--- config.mk ---
export PLATFORM = sky130hd
export DESIGN_NAME = bcrtc_device_flat
export DESIGN_NICKNAME = d
export VERILOG_FILES = /design/src/design/bcrtc_pkg.sv /design/src/design/bcrtc_if.sv /design/src/design/bcrtc_device.sv /design/src/flat_wrapper.sv
export SDC_FILE = /design/constraint.sdc
export NUM_CORES = 1
export LEC_CHECK = 0
export ABC_AREA = 0
export BUFFER_PORTS_ARGS = -buffer_cell sky130_fd_sc_hd__buf_2
export CAP_MARGIN = 20
export CELL_PAD_IN_SITES_DETAIL_PLACEMENT = 0
export CELL_PAD_IN_SITES_GLOBAL_PLACEMENT = 1
export CORE_ASPECT_RATIO = 1.25
export CORE_UTILIZATION = 49
export DETAILED_ROUTE_END_ITERATION = 6
export PLACE_DENSITY = 0.77
export RECOVER_POWER = 50
export SKIP_CTS_REPAIR_TIMING = 1
export SYNTH_ARGS = -nofsm -noshare
export SYNTH_HDL_FRONTEND = slang
export SYNTH_SLANG_ARGS = --single-unit
export TNS_END_PERCENT = 10
--- constraint.sdc ---
create_clock -name clk_in -period 9.4 [get_ports clk_in]
set_input_delay 0.94 -clock clk_in [delete_from_list [all_inputs] [get_ports clk_in]]
set_output_delay 0.94 -clock clk_in [all_outputs]
set_load 0.02 [all_outputs]
--- src/design/bcrtc_pkg.sv ---
// package: register map, field positions and timing counts of the clock/calendar block
// assumes a single 20 MHz clock shared by both ends
package bcrtc_pkg;
   localparam int          CLK_HZ            = 20_000_000;
   localparam int          ADDR_W            = 15;
   // clock registers sit in the eight uppermost locations
   localparam logic [14:0] ADDR_CONTROL      = 15'h7FF8;
   localparam logic [14:0] ADDR_SECONDS      = 15'h7FF9;
   localparam logic [14:0] ADDR_MINUTES      = 15'h7FFA;
   localparam logic [14:0] ADDR_HOURS        = 15'h7FFB;
   localparam logic [14:0] ADDR_WEEKDAY      = 15'h7FFC;
   localparam logic [14:0] ADDR_DATE         = 15'h7FFD;
   localparam logic [14:0] ADDR_MONTH        = 15'h7FFE;
   localparam logic [14:0] ADDR_YEAR         = 15'h7FFF;
   localparam int          CTL_SET_BIT       = 7;
   localparam int          CTL_FREEZE_BIT    = 6;
   localparam int          SEC_OSC_STOP_BIT  = 7;
   localparam int          DAY_BATT_BIT      = 7;
   localparam int          DAY_FTEST_BIT     = 6;
   localparam logic [7:0]  MASK_CENTURY      = 8'h3F;
   localparam logic [7:0]  MASK_SECONDS      = 8'h7F;
   localparam logic [7:0]  MASK_MINUTES      = 8'h7F;
   localparam logic [7:0]  MASK_HOURS        = 8'h3F;
   localparam logic [7:0]  MASK_WEEKDAY      = 8'h07;
   localparam logic [7:0]  MASK_DATE         = 8'h3F;
   localparam logic [7:0]  MASK_MONTH        = 8'h1F;
   localparam int          FTEST_HZ          = 512;
   localparam int          FTEST_HALF_CYC    = CLK_HZ / (2 * FTEST_HZ);
   // least time the freeze bit stays clear before a refresh is certain
   localparam int          FREEZE_CLEAR_US   = 500;
   localparam int          FREEZE_CLEAR_CYC  = (FREEZE_CLEAR_US * (CLK_HZ / 1_000_000));
   localparam logic [7:0]  CTL_RELEASE       = 8'h00;
   // reset values of the time counters
   localparam logic [7:0]  RST_CENTURY       = 8'h20;
   localparam logic [7:0]  RST_YEAR          = 8'h00;
   localparam logic [7:0]  RST_MONTH         = 8'h01;
   localparam logic [7:0]  RST_DATE          = 8'h01;
   localparam logic [7:0]  RST_WEEKDAY       = 8'h01;
endpackage : bcrtc_pkg

--- src/design/bcrtc_if.sv ---
// interface: parallel byte bus between host and clock/calendar device
// data line resolves from the two output enables; active-low strobes
`timescale 1ns/1ps
interface bcrtc_if;
   logic [14:0] addr;
   logic        chip_sel_n;
   logic        out_en_n;
   logic        wr_strobe_n;
   logic [7:0]  host_dq_o;
   logic        host_dq_oe;
   logic [7:0]  dev_dq_o;
   logic        dev_dq_oe;
   logic        power_ok;
   wire  [7:0]  dq = dev_dq_oe ? dev_dq_o : (host_dq_oe ? host_dq_o : 8'hFF);

   modport device (
      input  addr, chip_sel_n, out_en_n, wr_strobe_n, host_dq_o, power_ok,
      output dev_dq_o, dev_dq_oe
   );
   modport host (
      input  dq,
      output addr, chip_sel_n, out_en_n, wr_strobe_n, host_dq_o, host_dq_oe
   );
endinterface : bcrtc_if

--- src/design/bcrtc_device.sv ---
// device end: eight BCD clock registers with freeze, set, oscillator stop and frequency test
// assumes bus pins arrive asynchronously; power_ok and battery_good come from supply monitors
//
// Overview of operation
// - freeze bit holds visible registers frozen
// - frozen registers show time at freeze
// - internal counters keep running while frozen
// - unfreeze refreshes all visible registers together
// - host keeps freeze clear 500 us
// - host freezes before reading clock data
// - set bit halts updates for loading
// - writing 00h loads set values, resumes
// - 00h after freeze resumes running count
// - setting set or freeze keeps century
// - clearing set bit with freeze bit clear writes century
// - clearing freeze bit keeps century
// - oscillator stop bit halts timekeeping
// - frequency test toggles seconds lsb 512Hz
// - seconds read shows live toggle
// - host writes unused bits as zero
// - select, oe low, we high: read
// - data lines driven only in read
// - reads follow address combinationally
// - select and we low: write
// - packed BCD fields, 24-hour hours
// - month lengths handled; leap years except 04, 24, 44, 64, 84
// - battery flag read-only, 1 when good
`timescale 1ns/1ps
module bcrtc_device
   import bcrtc_pkg::*;
#(
   parameter int TICK_CYC = CLK_HZ
) (
   input  wire logic clk_in,
   input  wire logic reset_in,
   bcrtc_if.device   bus,
   input  wire logic battery_good_in,
   output logic      osc_running_out
);
   ////////////////////////////////////////////////////////////////////////
   logic [7:0]  cen_reg, yr_reg, mon_reg, dat_reg, wd_reg, hr_reg, mi_reg, se_reg;
   logic [7:0]  v_cen_reg, v_yr_reg, v_mon_reg, v_dat_reg, v_wd_reg, v_hr_reg, v_mi_reg;
   logic [7:0]  v_se_reg;
   logic        set_reg, frz_reg, osc_stop_reg, ftest_reg, ftest_ph_reg;
   logic        set_load_reg;
   logic [31:0] tick_cnt_reg;
   logic [15:0] ft_cnt_reg;
   logic [2:0]  cs_s_reg, oe_s_reg, we_s_reg;
   logic [14:0] addr_s1_reg, addr_s2_reg;
   logic [7:0]  din_s1_reg, din_s2_reg;
   logic [1:0]  batt_s_reg;
   logic        tick;
   logic        wr_act, wr_start, freeze;
   logic [7:0]  din;
   logic [14:0] waddr;

   function automatic logic [7:0] bcd_inc(input logic [7:0] v);
      bcd_inc = (v[3:0] == 4'h9) ? {v[7:4] + 4'h1, 4'h0} : {v[7:4], v[3:0] + 4'h1};
   endfunction : bcd_inc

   function automatic logic [7:0] month_days(input logic [7:0] m, input logic [7:0] y);
      logic leap;
      // bcd year divisible by four, but years 04, 24, 44, 64, 84 count as common
      leap = (y[4] == 1'b0) ? (y[1:0] == 2'b00 && y[3:2] != 2'b01 && y[3:2] != 2'b11)
                            : (y[3:0] == 4'h2 || y[3:0] == 4'h6);
      unique case (m)
         8'h02:                         month_days = leap ? 8'h29 : 8'h28;
         8'h04, 8'h06, 8'h09, 8'h11:    month_days = 8'h30;
         default:                       month_days = 8'h31;
      endcase
   endfunction : month_days

   ////////////////////////////////////////////////////////////////////////
   // two-stage synchronisers on the bus pins; third stage for edges
   always_ff @(posedge clk_in or posedge reset_in) begin
      if (reset_in) begin
         cs_s_reg    <= 3'h7;
         oe_s_reg    <= 3'h7;
         we_s_reg    <= 3'h7;
         addr_s1_reg <= 15'h0000;
         addr_s2_reg <= 15'h0000;
         din_s1_reg  <= 8'h00;
         din_s2_reg  <= 8'h00;
         batt_s_reg  <= 2'h3;
      end else begin
         cs_s_reg    <= {cs_s_reg[1:0], bus.chip_sel_n | ~bus.power_ok};
         oe_s_reg    <= {oe_s_reg[1:0], bus.out_en_n};
         we_s_reg    <= {we_s_reg[1:0], bus.wr_strobe_n};
         addr_s1_reg <= bus.addr;
         addr_s2_reg <= addr_s1_reg;
         din_s1_reg  <= bus.host_dq_o;
         din_s2_reg  <= din_s1_reg;
         batt_s_reg  <= {batt_s_reg[0], battery_good_in};
      end
   end

   assign wr_act   = ~cs_s_reg[1] & ~we_s_reg[1];
   assign wr_start = wr_act & (cs_s_reg[2] | we_s_reg[2]);
   assign din      = din_s2_reg;
   assign waddr    = addr_s2_reg;
   assign freeze   = set_reg | frz_reg;

   ////////////////////////////////////////////////////////////////////////
   // oscillator stop halts tick
   assign tick = ~osc_stop_reg && (tick_cnt_reg == 32'(TICK_CYC - 1));
   assign osc_running_out = ~osc_stop_reg;

   always_ff @(posedge clk_in or posedge reset_in) begin
      if (reset_in) begin
         tick_cnt_reg <= 32'h0000_0000;
      end else if (osc_stop_reg || tick) begin
         tick_cnt_reg <= 32'h0000_0000;
      end else begin
         tick_cnt_reg <= tick_cnt_reg + 32'h0000_0001;
      end
   end

   always_ff @(posedge clk_in or posedge reset_in) begin
      if (reset_in) begin
         ft_cnt_reg   <= 16'h0000;
         ftest_ph_reg <= 1'b0;
      end else if (osc_stop_reg || !ftest_reg) begin
         ft_cnt_reg   <= 16'h0000;
         ftest_ph_reg <= 1'b0;
      end else if (ft_cnt_reg == 16'(FTEST_HALF_CYC - 1)) begin
         ft_cnt_reg   <= 16'h0000;
         ftest_ph_reg <= ~ftest_ph_reg;
      end else begin
         ft_cnt_reg   <= ft_cnt_reg + 16'h0001;
      end
   end

   ////////////////////////////////////////////////////////////////////////
   // control bits and the set-load event
   always_ff @(posedge clk_in or posedge reset_in) begin
      if (reset_in) begin
         set_reg      <= 1'b0;
         frz_reg      <= 1'b0;
         osc_stop_reg <= 1'b0;
         ftest_reg    <= 1'b0;
         set_load_reg <= 1'b0;
      end else begin
         set_load_reg <= 1'b0;
         if (wr_start && waddr == ADDR_CONTROL) begin
            frz_reg      <= din[CTL_FREEZE_BIT];
            set_reg      <= din[CTL_SET_BIT];
            set_load_reg <= set_reg & ~din[CTL_SET_BIT];
         end
         if (wr_start && waddr == ADDR_SECONDS) begin
            osc_stop_reg <= din[SEC_OSC_STOP_BIT];
         end
         if (wr_start && waddr == ADDR_WEEKDAY) begin
            ftest_reg    <= din[DAY_FTEST_BIT];
         end
      end
   end

   ////////////////////////////////////////////////////////////////////////
   // internal counters run during freeze bit, halt while set bit is on
   always_ff @(posedge clk_in or posedge reset_in) begin
      if (reset_in) begin
         cen_reg <= RST_CENTURY;
         yr_reg  <= RST_YEAR;
         mon_reg <= RST_MONTH;
         dat_reg <= RST_DATE;
         wd_reg  <= RST_WEEKDAY;
         hr_reg  <= 8'h00;
         mi_reg  <= 8'h00;
         se_reg  <= 8'h00;
      end else if (set_load_reg) begin
         cen_reg <= v_cen_reg;
         yr_reg  <= v_yr_reg;
         mon_reg <= v_mon_reg;
         dat_reg <= v_dat_reg;
         wd_reg  <= v_wd_reg;
         hr_reg  <= v_hr_reg;
         mi_reg  <= v_mi_reg;
         se_reg  <= v_se_reg;
      end else if (tick && !set_reg) begin
         se_reg <= (se_reg == 8'h59) ? 8'h00 : bcd_inc(se_reg);
         if (se_reg == 8'h59) begin
            mi_reg <= (mi_reg == 8'h59) ? 8'h00 : bcd_inc(mi_reg);
            if (mi_reg == 8'h59) begin
               hr_reg <= (hr_reg == 8'h23) ? 8'h00 : bcd_inc(hr_reg);
               if (hr_reg == 8'h23) begin
                  wd_reg <= (wd_reg == 8'h07) ? 8'h01 : bcd_inc(wd_reg);
                  if (dat_reg == month_days(mon_reg, yr_reg)) begin
                     dat_reg <= 8'h01;
                     mon_reg <= (mon_reg == 8'h12) ? 8'h01 : bcd_inc(mon_reg);
                     if (mon_reg == 8'h12) begin
                        yr_reg <= (yr_reg == 8'h99) ? 8'h00 : bcd_inc(yr_reg);
                        if (yr_reg == 8'h99) begin
                           cen_reg <= (cen_reg == 8'h39) ? 8'h00 : bcd_inc(cen_reg);
                        end
                     end
                  end else begin
                     dat_reg <= bcd_inc(dat_reg);
                  end
               end
            end
         end
      end
   end

   ////////////////////////////////////////////////////////////////////////
   // visible copies: follow counters unless frozen, take host writes
   always_ff @(posedge clk_in or posedge reset_in) begin
      if (reset_in) begin
         v_cen_reg <= RST_CENTURY;
         v_yr_reg  <= RST_YEAR;
         v_mon_reg <= RST_MONTH;
         v_dat_reg <= RST_DATE;
         v_wd_reg  <= RST_WEEKDAY;
         v_hr_reg  <= 8'h00;
         v_mi_reg  <= 8'h00;
         v_se_reg  <= 8'h00;
      end else if (wr_start) begin
         unique case (waddr)
            ADDR_CONTROL: if (set_reg && !din[CTL_SET_BIT] && !din[CTL_FREEZE_BIT]) begin
               v_cen_reg <= din & MASK_CENTURY;
            end
            ADDR_SECONDS: v_se_reg  <= din & MASK_SECONDS;
            ADDR_MINUTES: v_mi_reg  <= din & MASK_MINUTES;
            ADDR_HOURS:   v_hr_reg  <= din & MASK_HOURS;
            ADDR_WEEKDAY: v_wd_reg  <= din & MASK_WEEKDAY;
            ADDR_DATE:    v_dat_reg <= din & MASK_DATE;
            ADDR_MONTH:   v_mon_reg <= din & MASK_MONTH;
            ADDR_YEAR:    v_yr_reg  <= din;
            default:      ;
         endcase
      end else if (!freeze && !set_load_reg) begin
         v_cen_reg <= cen_reg;
         v_yr_reg  <= yr_reg;
         v_mon_reg <= mon_reg;
         v_dat_reg <= dat_reg;
         v_wd_reg  <= wd_reg;
         v_hr_reg  <= hr_reg;
         v_mi_reg  <= mi_reg;
         v_se_reg  <= se_reg;
      end
   end

   ////////////////////////////////////////////////////////////////////////
   // read data follows address without strobe
   always_comb begin
      unique case (bus.addr)
         ADDR_CONTROL: bus.dev_dq_o = {set_reg, frz_reg, v_cen_reg[5:0]};
         ADDR_SECONDS: bus.dev_dq_o = {osc_stop_reg, v_se_reg[6:1],
                                       ftest_reg ? ftest_ph_reg : v_se_reg[0]};
         ADDR_MINUTES: bus.dev_dq_o = v_mi_reg;
         ADDR_HOURS:   bus.dev_dq_o = v_hr_reg;
         ADDR_WEEKDAY: bus.dev_dq_o = {batt_s_reg[1], ftest_reg, v_wd_reg[5:0]};
         ADDR_DATE:    bus.dev_dq_o = v_dat_reg;
         ADDR_MONTH:   bus.dev_dq_o = v_mon_reg;
         ADDR_YEAR:    bus.dev_dq_o = v_yr_reg;
         default:      bus.dev_dq_o = 8'h00;
      endcase
   end

   // drive only in read mode with power good
   assign bus.dev_dq_oe = bus.power_ok & ~bus.chip_sel_n & ~bus.out_en_n & bus.wr_strobe_n;
endmodule : bcrtc_device

--- src/flat_wrapper.sv ---
// flat-port wrapper written by rule: the top's interface ports become plain ports
module bcrtc_device_flat import bcrtc_pkg::*;
#(
   parameter int TICK_CYC = CLK_HZ
)
  (clk_in, reset_in, battery_good_in, osc_running_out, bus_addr, bus_chip_sel_n, bus_out_en_n, bus_wr_strobe_n, bus_host_dq_o, bus_power_ok, bus_dev_dq_o, bus_dev_dq_oe);
  bcrtc_if bus_i ();
  input  wire logic clk_in;
  input  wire logic reset_in;
  input  wire logic battery_good_in;
  output logic osc_running_out;
  input wire logic [$bits(bus_i.addr)-1:0] bus_addr;
  input wire logic [$bits(bus_i.chip_sel_n)-1:0] bus_chip_sel_n;
  input wire logic [$bits(bus_i.out_en_n)-1:0] bus_out_en_n;
  input wire logic [$bits(bus_i.wr_strobe_n)-1:0] bus_wr_strobe_n;
  input wire logic [$bits(bus_i.host_dq_o)-1:0] bus_host_dq_o;
  input wire logic [$bits(bus_i.power_ok)-1:0] bus_power_ok;
  output wire logic [$bits(bus_i.dev_dq_o)-1:0] bus_dev_dq_o;
  output wire logic [$bits(bus_i.dev_dq_oe)-1:0] bus_dev_dq_oe;
  assign bus_i.addr = bus_addr;
  assign bus_i.chip_sel_n = bus_chip_sel_n;
  assign bus_i.out_en_n = bus_out_en_n;
  assign bus_i.wr_strobe_n = bus_wr_strobe_n;
  assign bus_i.host_dq_o = bus_host_dq_o;
  assign bus_i.power_ok = bus_power_ok;
  assign bus_dev_dq_o = bus_i.dev_dq_o;
  assign bus_dev_dq_oe = bus_i.dev_dq_oe;
  bcrtc_device #(.TICK_CYC(TICK_CYC)) u_core (.clk_in(clk_in), .reset_in(reset_in), .bus(bus_i), .battery_good_in(battery_good_in), .osc_running_out(osc_running_out));
endmodule
==> results of run 1 <==
-- where the power goes --
| part | switching, W | internal [W] |
|---|---|---|
| Combinational | 0.0000499 | 0.0000206 |
| Clock | 0.000426 | 0.000633 |
| Sequential | 0.0000307 | 0.00105 |
| Total | 0.000507 | 0.00170 |
-- cells in the mapped netlist (7+ instances only) --
cell type / instances / area, um2
nor2b_1: 7 / 43.8
a211oi_1: 8 / 60.1
and2_1: 12 / 75.1
nand2_1: 77 / 289
and3_1: 12 / 75.1
nor4_1: 8 / 50.1
or3_1: 14 / 87.6
dfstp_2: 16 / 420
or4_1: 10 / 75.1
xor2_1: 27 / 236
mux2i_1: 10 / 100
xnor2_1: 20 / 175
a31oi_1: 10 / 62.6
nor3_1: 24 / 120
o211ai_1: 7 / 52.6
a22oi_1: 20 / 150
a22o_1: 10 / 87.6
o21ai_0: 79 / 395
a21oi_1: 132 / 661
nand4_1: 21 / 131
nand2b_1: 7 / 43.8
nand3_1: 69 / 345
nor2_1: 145 / 544
ha_1: 28 / 350
dfrtp_1: 220 / 5510
inv_1: 52 / 195
clkbuf_1: 46 / 173
a221oi_1: 8 / 70.1
-- critical path, delay by kind of cell --
| kind | cells | cell delay, ns |
|---|---|---|
| AOI/OAI and AO/OA | 2 | 0.32 |
| buffers and inverters | 2 | 0.28 |
| and+or+nand+nor | 4 | 1.66 |
-- area by class of cell --
class                           count  share of cell area (%)
Clock inverter                     11                   0.938
Tap cell                          288                    2.81
Sequential cell                   236                    46.3
Clock buffer                       35                    6.06
Multi-Input combinational cell    859                    40.1
Timing Repair Buffer               54                    2.31
Inverter                           52                    1.53
-- per-stage QoR --
| stage | hold slack [ns] | power [W] |
|---|---|---|
| after global routing | 0.352 | 0.00228 |
| after global placement | 0.332 | 0.00117 |
| after floorplan | 0.331 | 0.00113 |
| after CTS | 0.347 | 0.00223 |
| after detailed placement | 0.335 | 0.00117 |
| final | 0.346 | 0.00221 |
-- cells by family (layout without fill, tap and decap cells) --
| family | Yosys count | count (layout) | synth area share (%) |
|---|---|---|---|
| adder cells (fa/ha/maj) | 28 | 28 | 3.06 |
| multiplexers | 16 | 16 | 1.46 |
| AND/OR/NAND/NOR | 458 | 458 | 20.6 |
| flip-flops | 236 | 236 | 51.7 |
| AO/OA/AOI/OAI | 310 | 310 | 16.0 |
| buffers and inverters | 107 | 152 | 3.63 |
| XOR/XNOR | 47 | 47 | 3.59 |
-- per-layer routing --
| metal | vias up | routed length, um | GRT usage (%) |
|---|---|---|---|
| met4 | 0 | 1040 | 9.44 |
| met1 | 4435 | 13100 | 34.7 |
| li1 | 4340 | - | - |
| met3 | 55 | 1670 | 4.49 |
| met2 | 210 | 14100 | 41.3 |
| met5 | - | 0 | 0 |
-- path summary, 6_finish.rpt --
kind / from / endpoint / slack, ns / depth (start not counted)
max reg2reg: u_core.tick_cnt_reg[19]$_DFF_PP0_ / u_core.mon_reg[3]$_DFFE_PP0P_ / 5.92 / 7
max: bus_addr[13] / bus_dev_dq_o[6] / 5.26 / 8
min: u_core.addr_s1_reg[1]$_DFF_PP0_ / u_core.addr_s2_reg[1]$_DFF_PP0_ / 0.35 / 0
min reg2reg: u_core.addr_s1_reg[1]$_DFF_PP0_ / u_core.addr_s2_reg[1]$_DFF_PP0_ / 0.35 / 0
max in group asynchronous: reset_in / u_core.tick_cnt_reg[0]$_DFF_PP0_ / 5.31 / 3
min in group asynchronous: reset_in / u_core.din_s1_reg[6]$_DFF_PP0_ / 1.75 / 2
==> summary.md, run 1 <==
| Metric | Value |
|---|---|
| Area occupied by multi-input gates | `5130 um2` |
| Root cell of the clock tree | `clkbuf_16` |
| WP data required | `8.46 ns` |
| Slowest stage delay, CP | `0.82 ns` |
| Post-layout min period | `4.14 ns` |
| Leakage | `5.48 nW` |
| Worst Setup Start Kind | `input pin` |
| Port Buf Inserts | `39` |
| Via density | `5.89` |
| Clock buffer depth | `3` |
| Slew Limit Fails | `106` |
| Nets | `1,287` |
| Core area | `23,000 um2` |
| Layout Area Growth over Synthesis | `11.8%` |
| WP data arrival | `3.20 ns` |
| Sequential cell area fraction in the yosys report | `51.7%` |
| Outcome | `complete, but fails checks` |
| Failing checks | `DRC, capacitance limit, slew limit` |
| Mean post-synth cell area | `9.53 um2` |
| Mapped Cells | `1,202` |
| Post-synth top flop | `dfrtp_1` |
| Type of the worst setup path | `input pin to output pin` |
| Period utilisation layout | `44.1%` |
| Most frequent cells in the layout | `dfrtp_1, nor2_1, a21oi_1` |
| Worst path cell trace | `clkbuf_1 > nand4_1 > or3_1 > nor3_1 > a22o_1 > a221oi_1 > nand3_1 > buf_2` |
| GR Overflow Total | `0` |
| 1st-iter DRT viols | `531` |
| Post-synth ARST share | `100%` |
| Layout cell share with drive strength beyond 1 | `10.3%` |
| FF+latch area | `5930 um2` |
| Worst min path class | `register to register` |
| Total GRT Usage | `25.6%` |
| TritonCTS Buffers | `26` |
| Die W | `139 um` |
| Routability Congestion | `0.900` |
| Fillers | `2,098` |
| Skew final | `0.0170 ns` |
| Final instance area | `12,800 um2` |
| Post-DRT Antenna Nets | `0` |
| Worst Path Max Fanout | `8` |
| Worst VDD drop | `0.154 mV` |
| Clk pin slew, worst setup/hold paths | `0.06 ns` |
| CP endpoint kind | `output pin` |
| CTS tree | `yes` |
| Placed Cells | `1,485` |
| Initial Utilization | `49.9%` |
| Fin cells | `1,535` |
| # rows | `62` |
| DR pass1 iterations | `7` |
| # DRC | `1` |
| Max Fclk | `0.241 GHz` |
| Warnings, synthesis | `0` |
| Final setup fails | `0` |
| WL final | `29,900 um` |
| Most common cell after layout, fill and taps aside | `dfrtp_1` |
| Final core utilization | `55.8%` |
| # IOs | `40` |
| CTS sink cnt | `236` |
| Synthesized net count | `1,260` |
| Place WS | `5.31 ns` |
| Vias in the first global route | `8,691` |
| Final hold vios | `0` |
| H-tree depth | `1` |
| Post-Syn Area | `11,500 um2` |
| WL/cell | `19.5 um` |
| DP Wirelength | `20,500 um` |
| RSZ-0062 raised after global routing | `false` |
| Placed inst area | `11,900 um2` |
| Synth unique cells | `72` |
| Largest net degree at the start of global routing | `106` |
| Number of flip-flops in the largest register | `32` |
| Critical-path top delay cell | `nor3_1` |
| Initial antenna violation count | `0` |
| Worst-Margin Slew | `4.45 ns` |
| Die height | `173 um` |
| Min setup slack post-route | `5.26 ns` |
| Clk Latency, worst-skew pair | `0.54 ns` |
| Die area | `24,000 um2` |
| Number of flops mapped to enable cells by yosys | `0` |
| First-pass GRT wire length | `48,200 um` |
| Yosys reg bits | `236` |
| Max Cap Viol | `1` |
| Routed via count | `9,040` |
| # diodes | `0` |
| Pwr dens | `173 nW/um2` |
| Worst slew margin | `-198%` |
| Setup TNS | `0 ns` |
No activity file was read; power rests on OpenSTA's default activity.
==> run 2: changes to the inputs <==
Settings changed: ABC_AREA 0 to 1, CORE_UTILIZATION 49 to 48, PLACE_DENSITY 0.77 to 0.78.
Clock period 9.4 ns to 4.11 ns, I/O delays scaled along.
==> run 2 against run 1 <==
  * The run ends with capacitance limit, slew limit left
  * Non-clock buffer count rose by 17
  * Clock-buffer cell count fell by 4
  * First-iteration DRC count rose by 6.4%
  * Power rose by 140%
  * Synthesized cell count rose by 21%
  * Core utilization rose by 0.15 points
  * Sequential power rose by 130%
  * Design area rose by 7.0%
  * Sequential cell count did not move
  * Largest cell class unchanged
  * Highest routed layer unchanged
==> summary.md, run 2 <==
| Metric | Value |
|---|---|
| Pwr dens | `382 nW/um2` |
| Core area | `24,500 um2` |
| Worst min path class | `input pin to register` |
| Post-DRT Antenna Nets | `0` |
| Reg2Reg Depth | `10` |
| Total power | `0.00523 W` |
| Layout cell share with drive strength beyond 1 | `9.46%` |
| Clk Latency, worst-skew pair | `0.53 ns` |
| WL final | `32,000 um` |
| Placed inst area | `12,600 um2` |
| Critical-path top delay cell | `dlygate4sd3_1` |
| Initial Utilization | `49.1%` |
| CP delay by family, top | `simple AND/OR/NAND/NOR gates` |
| Worst VDD drop | `0.355 mV` |
| Clk pin slew, worst setup/hold paths | `0.06 ns` |
| Warnings, synthesis | `0` |
| DR pass1 iterations | `5` |
| Failing checks | `capacitance limit, slew limit` |
| Routability Congestion | `0.913` |
| Die height | `179 um` |
| Root cell of the clock tree | `clkbuf_16` |
| Leading cell types by count after synthesis | `nand2_1, dfrtp_1, inv_1` |
| Synthesized net count | `1,516` |
| Outcome | `complete, but fails checks` |
| 1st-iter DRT viols | `565` |
| Nets | `1,582` |
| R2R setup slack | `1.51 ns` |
| Mapped Cells | `1,458` |
| Total GRT Usage | `25.9%` |
| # rows | `64` |
| Vias in the first global route | `9,655` |
| Skew final | `0.0108 ns` |
| Port Buf Inserts | `39` |
| CTS sink cnt | `236` |
| Critical path buffer and inverter count | `4` |
| GR Overflow Total | `0` |
| TritonCTS Buffers | `26` |
| H-tree depth | `1` |
| Critical R2R Launch | `u_core.tick_cnt_reg[0]$_DFF_PP0_` |
| Worst-Margin Slew | `2.04 ns` |
| Worst Hold Launch | `bus_addr[6]` |
| Worst Hold Path EP | `u_core.addr_s1_reg[6]$_DFF_PP0_` |
| Max Fclk | `0.294 GHz` |
| Yosys reg bits | `236` |
| Most frequent cells in the layout | `nand2_1, dfrtp_1, inv_1` |
| Sequential cell area fraction in the yosys report | `49.3%` |
| Period utilisation layout | `82.9%` |
| Mean post-synth cell area | `8.25 um2` |
| Yosys top cell area share | `45.8%` |
| Max Cap Viol | `1` |
| WP data arrival | `3.00 ns` |
| Area leader, netlist | `dfrtp_1` |
| Final setup fails | `0` |
| WL/cell | `17.1 um` |
| Initial antenna violation count | `0` |
| Hold path depth | `1` |
| Most common cell after layout, fill and taps aside | `nand2_1` |
| Grt peak-use layer | `met2` |
| Met2 Use GR | `43.9%` |
| # diodes | `0` |
| Die W | `144 um` |
| Worst r2r dst | `u_core.cen_reg[3]$_DFFE_PP0P_` |
| WP data required | `3.70 ns` |
| Final core utilization | `55.9%` |
| Synth area leaders | `dfrtp_1, nand2_1, inv_1` |
| Type of the worst setup path | `input pin to output pin` |
| Routed via count | `10,015` |
| Number of flip-flops in the largest register | `32` |
| Worst slew margin | `-36.0%` |
| Worst Path Max Fanout | `6` |
| Post-Syn Area | `12,000 um2` |
| Slew Limit Fails | `150` |
| Die area | `25,700 um2` |
| Critical path depth in cells | `11` |
| Clock buffer depth | `3` |
| Worst Setup Start Kind | `input pin` |
| Post-layout min period | `3.41 ns` |
| Post-synth ARST share | `100%` |
| RSZ-0062 raised after global routing | `false` |
| First-pass GRT wire length | `51,200 um` |
| DP Wirelength | `22,700 um` |
| Worst path cell trace | `dlygate4sd3_1 > clkbuf_1 > nand4_1 > nor2_1 > inv_1 > nor3_1 > nand2_1 > o22ai_1 > nor2_1 > nand4_1 > buf_2` |
| Via density | `5.34` |
| Crit path from | `bus_addr[9]` |
| Final hold vios | `0` |
| Number of flops mapped to enable cells by yosys | `0` |
| Slowest stage delay, CP | `0.52 ns` |
| CTS tree | `yes` |
| Final instance area | `13,700 um2` |
| GR Util met3 | `3.85%` |
| CP endpoint kind | `output pin` |
| Layout Area Growth over Synthesis | `13.9%` |
| Synth unique cells | `53` |
| Setup TNS | `0 ns` |
| Met1 usage | `34.0%` |
| Largest net degree at the start of global routing | `150` |
| Leakage | `6.05 nW` |
| Most common cell in the netlist | `nand2_1` |
| Post-synth top flop | `dfrtp_1` |
| # DRC | `0` |
| # IOs | `40` |
[run 2: cell types whose count changed after synthesis, moves of 12 or more]
| cell | previous run | this run |
|---|---|---|
| or3_1 | 14 | 0 |
| nor3_1 | 24 | 37 |
| nand4_1 | 21 | 39 |
| nand2_1 | 77 | 332 |
| a22oi_1 | 20 | 7 |
| o22ai_1 | 2 | 33 |
| a21oi_1 | 132 | 24 |
| clkbuf_1 | 46 | 21 |
| inv_1 | 52 | 174 |
| a31oi_1 | 10 | 23 |
| nand3_1 | 69 | 84 |
| o21ai_1 | 6 | 46 |
| o21ai_0 | 79 | 100 |
| and2_1 | 12 | 0 |
[run 2: layer usage]
metal / share of wire [%] / up-vias / wire length, um
li1: - / 4957 / -
met1: 44 / 4775 / 13900
met2: 48 / 227 / 15500
met3: 5.1 / 56 / 1640
met4: 2.8 / 0 / 903
met5: 0 / - / 0
[run 2: cell families after synthesis]
kind of cell,Yosys count,synth area share [%]
multiplexers,2,0.187
AND/OR/NAND/NOR,676,25.1
flip-flops,236,49.3
buffers and inverters,217,7.22
adder cells (fa/ha/maj),28,2.91
AO/OA/AOI/OAI,256,12.2
XOR/XNOR,43,3.13
[run 2: how the worst max path moves through the flow]
| stage | end | slack [ns] |
|---|---|---|
| finish | bus_dev_dq_o[2] | 0.70 |
| CTS | bus_dev_dq_o[2] | 1.32 |
| floorplan | u_core.addr_s1_reg[0]$_DFF_PP0_ | 0.62 |
| detailed placement | bus_dev_dq_o[2] | 1.33 |
| global route | bus_dev_dq_o[4] | 0.44 |
| global placement | bus_dev_dq_o[6] | 1.40 |
[run 2: metrics by stage]
step | setup WS [ns] | cells | hold slack [ns]
after floorplan | 0.620 | 1458 | 0.331
after global placement | 1.40 | 1806 | 0.332
after detailed placement | 1.33 | 1806 | 0.335
after CTS | 1.32 | 1854 | -0.0393
after global routing | 0.441 | 1874 | 0.00591
final | 0.703 | 1874 | 0.0172
[run 2: where the power goes]
part	total (W)	switching [W]	internal, W
Combinational	0.000203	0.000145	0.0000588
Clock	0.00258	0.000967	0.00161
Sequential	0.00245	0.0000502	0.00240
Total	0.00523	0.00116	0.00407
[run 2: cell type report]
| class | instances | area (um2) |
|---|---|---|
| clock buffer | 31 | 711 |
| inverter | 184 | 692 |
| multi-input combinational | 1005 | 5230 |
| sequential | 236 | 5930 |
| timing repair buffer | 71 | 474 |
| tap | 330 | 413 |
| fill | 2371 | 10800 |
| clock inverter | 17 | 250 |
==> run 3: changes to the inputs <==
Settings changed: CORE_UTILIZATION 48 to 43, PLACE_DENSITY 0.78 to 0.73.
Clock period 4.11 ns to 3 ns, I/O delays scaled along.
==> run 3 against run 2 <==
  * The run still ends with capacitance limit, slew limit left
  * Power is 38% higher
  * Core utilization is 5.4 points lower
  * Clock-buffer cell count is 1 higher
  * Worst hold slack better by 0.33 ns
  * Clock power is 39% higher
  * Design area is 1.7% higher
  * Die area is 11% higher
  * First-iteration DRC count is 15% lower
  * Sequential cell count stayed put
  * Register-to-register slack worse by 1.0 ns
  * Non-clock buffer count is 27 higher
  * Combinational power is 51% higher
  * Critical endpoint is now bus_dev_dq_o[0]
  * Largest power group unchanged
==> summary.md, run 3 (synthesis gave the netlist of run 2 again) <==
| Metric | Value |
|---|---|
| Worst r2r dst | `u_core.wd_reg[6]$_DFFE_PP0P_` |
| WL/cell | `17.4 um` |
| # rows | `68` |
| Root cell of the clock tree | `clkbuf_16` |
| Routed via count | `10,066` |
| Initial Utilization | `43.6%` |
| Worst Hold Path EP | `u_core.addr_s2_reg[11]$_DFF_PP0_` |
| Type of the worst setup path | `input pin to output pin` |
| Most common cell after layout, fill and taps aside | `nand2_1` |
| Worst Hold Launch | `u_core.addr_s1_reg[11]$_DFF_PP0_` |
| Worst VDD drop | `0.437 mV` |
| Vias in the first global route | `9,966` |
| Worst Setup Start Kind | `input pin` |
| H-tree depth | `1` |
| Final setup fails | `0` |
| DP Wirelength | `24,200 um` |
| Die W | `152 um` |
| Leakage | `6.17 nW` |
| Comb power frac | `4.2%` |
| Total power | `0.00724 W` |
| Clock buffer depth | `3` |
| Die area | `28,600 um2` |
| RSZ-0062 raised after global routing | `false` |
| Port Buf Inserts | `39` |
| # DRC | `0` |
| Period utilisation layout | `94.0%` |
| Sw power | `0.00164 W` |
| Nets | `1,609` |
| Post-layout min period | `2.82 ns` |
| Reg2Reg Depth | `14` |
| Outcome | `complete, but fails checks` |
| Number of flip-flops in the largest register | `32` |
| Initial antenna violation count | `0` |
| Die height | `189 um` |
| Pwr dens | `520 nW/um2` |
| Final instance area | `13,900 um2` |
| Final hold slack | `0.347 ns` |
| Layout Area Growth over Synthesis | `15.8%` |
| Routability Congestion | `0.893` |
| Layout cell share with drive strength beyond 1 | `10.2%` |
| Worst slew margin | `-11.6%` |
| CTS sink cnt | `236` |
| Slew Limit Fails | `35` |
| Clk pin slew, worst setup/hold paths | `0.06 ns` |
| Via density | `5.24` |
| First-pass GRT wire length | `53,500 um` |
| Post-DRT Antenna Nets | `0` |
| Clock power share | `49.5%` |
| Worst Path Max Fanout | `8` |
| R2R setup slack | `0.50 ns` |
| TritonCTS Buffers | `26` |
| # IOs | `40` |
| Final hold vios | `0` |
| Largest net degree at the start of global routing | `51` |
| Placed Cells | `1,844` |
| DR pass1 iterations | `5` |
| Placed inst area | `12,700 um2` |
| Hold path depth | `0` |
| Total GRT Usage | `24.2%` |
| Fillers | `2,729` |
| Skew final | `0.0177 ns` |
| Max Fclk | `0.355 GHz` |
| Most frequent cells in the layout | `nand2_1, dfrtp_1, inv_1` |
| # diodes | `0` |
| Failing checks | `capacitance limit, slew limit` |
| Fin cells | `1,920` |
| CTS tree | `yes` |
| WP data required | `2.70 ns` |
| Worst min path class | `register to register` |
| Worst-Margin Slew | `1.67 ns` |
| Clk Latency, worst-skew pair | `0.55 ns` |
| Sw Ratio | `22.6%` |
| Final core utilization | `50.5%` |
| Max Cap Viol | `1` |
| Int Pwr | `0.00560 W` |
| WP data arrival | `2.52 ns` |
| Sequential power share | `46.2%` |
| CP endpoint kind | `output pin` |
| GR Overflow Total | `0` |
| Core area | `27,600 um2` |
| Critical R2R Launch | `u_core.tick_cnt_reg[0]$_DFF_PP0_` |
| 1st-iter DRT viols | `481` |
| WL final | `33,500 um` |
[run 3: cell types whose count changed in the layout (fill, tap and decap cells not counted), sizes merged]
cell	change
buf	+18
clkbuf	+1
dlygate4sd3	+9
clkinvlp	-1
clkinv	-1
[run 3: power by group through the flow]
stage	Clock (W)	Sequential, W	Combinational, W
floorplan	0	0.00338	0.000182
global placement	0	0.00341	0.000289
detailed placement	0	0.00340	0.000293
CTS	0.00367	0.00335	0.000293
global route	0.00379	0.00336	0.000350
finish	0.00359	0.00335	0.000306
[run 3: worst max-delay path: stages]
cell and delay [ns]:
dlygate4sd3_1 0.54, clkbuf_1 0.15, nor3b_1 0.32, nor3b_2 0.63, nand2_1 0.14, nand2_1 0.10, nor2_1 0.04, nand4_1 0.11
buf_2 0.19
[run 3: worst max-delay path by stage]
| stage | end | cells past startpoint | startpoint | slack [ns] |
|---|---|---|---|---|
| floorplan | u_core.addr_s1_reg[0]$_DFF_PP0_ | 1 | reset_in | -0.38 |
| global placement | bus_dev_dq_o[5] | 9 | bus_addr[7] | 0.57 |
| detailed placement | bus_dev_dq_o[0] | 9 | bus_addr[7] | 0.51 |
| CTS | u_core.wd_reg[6]$_DFFE_PP0P_ | 14 | u_core.tick_cnt_reg[0]$_DFF_PP0_ | 0.50 |
| global route | bus_dev_dq_o[4] | 9 | bus_addr[2] | 0.07 |
| finish | bus_dev_dq_o[0] | 9 | bus_addr[2] | 0.18 |
[run 3: cell type report]
type | instances | area [um2] | area share [%]
repair buffers | 98 | 688 | 4.94
flip-flops and latches | 236 | 5930 | 42.5
clock buffers | 32 | 724 | 5.20
multi-input cells | 1005 | 5230 | 37.6
well taps | 350 | 438 | 3.14
clock inverters | 15 | 230 | 1.65
inverters | 184 | 692 | 4.97
[run 3: per-layer routing]
layer  part of all wire, %  GRT usage, %
met1                    44          31.4
met2                    49          41.4
met3                   4.0          3.11
met4                   2.9          7.73
met5                     0             0
[run 3: stage by stage]
step                      setup TNS (ns)  worst slack [ns]
after floorplan                   -83.34            -0.379
after global placement                 0             0.565
after detailed placement               0             0.512
after CTS                              0             0.500
after global routing                   0            0.0651
final                                  0             0.180
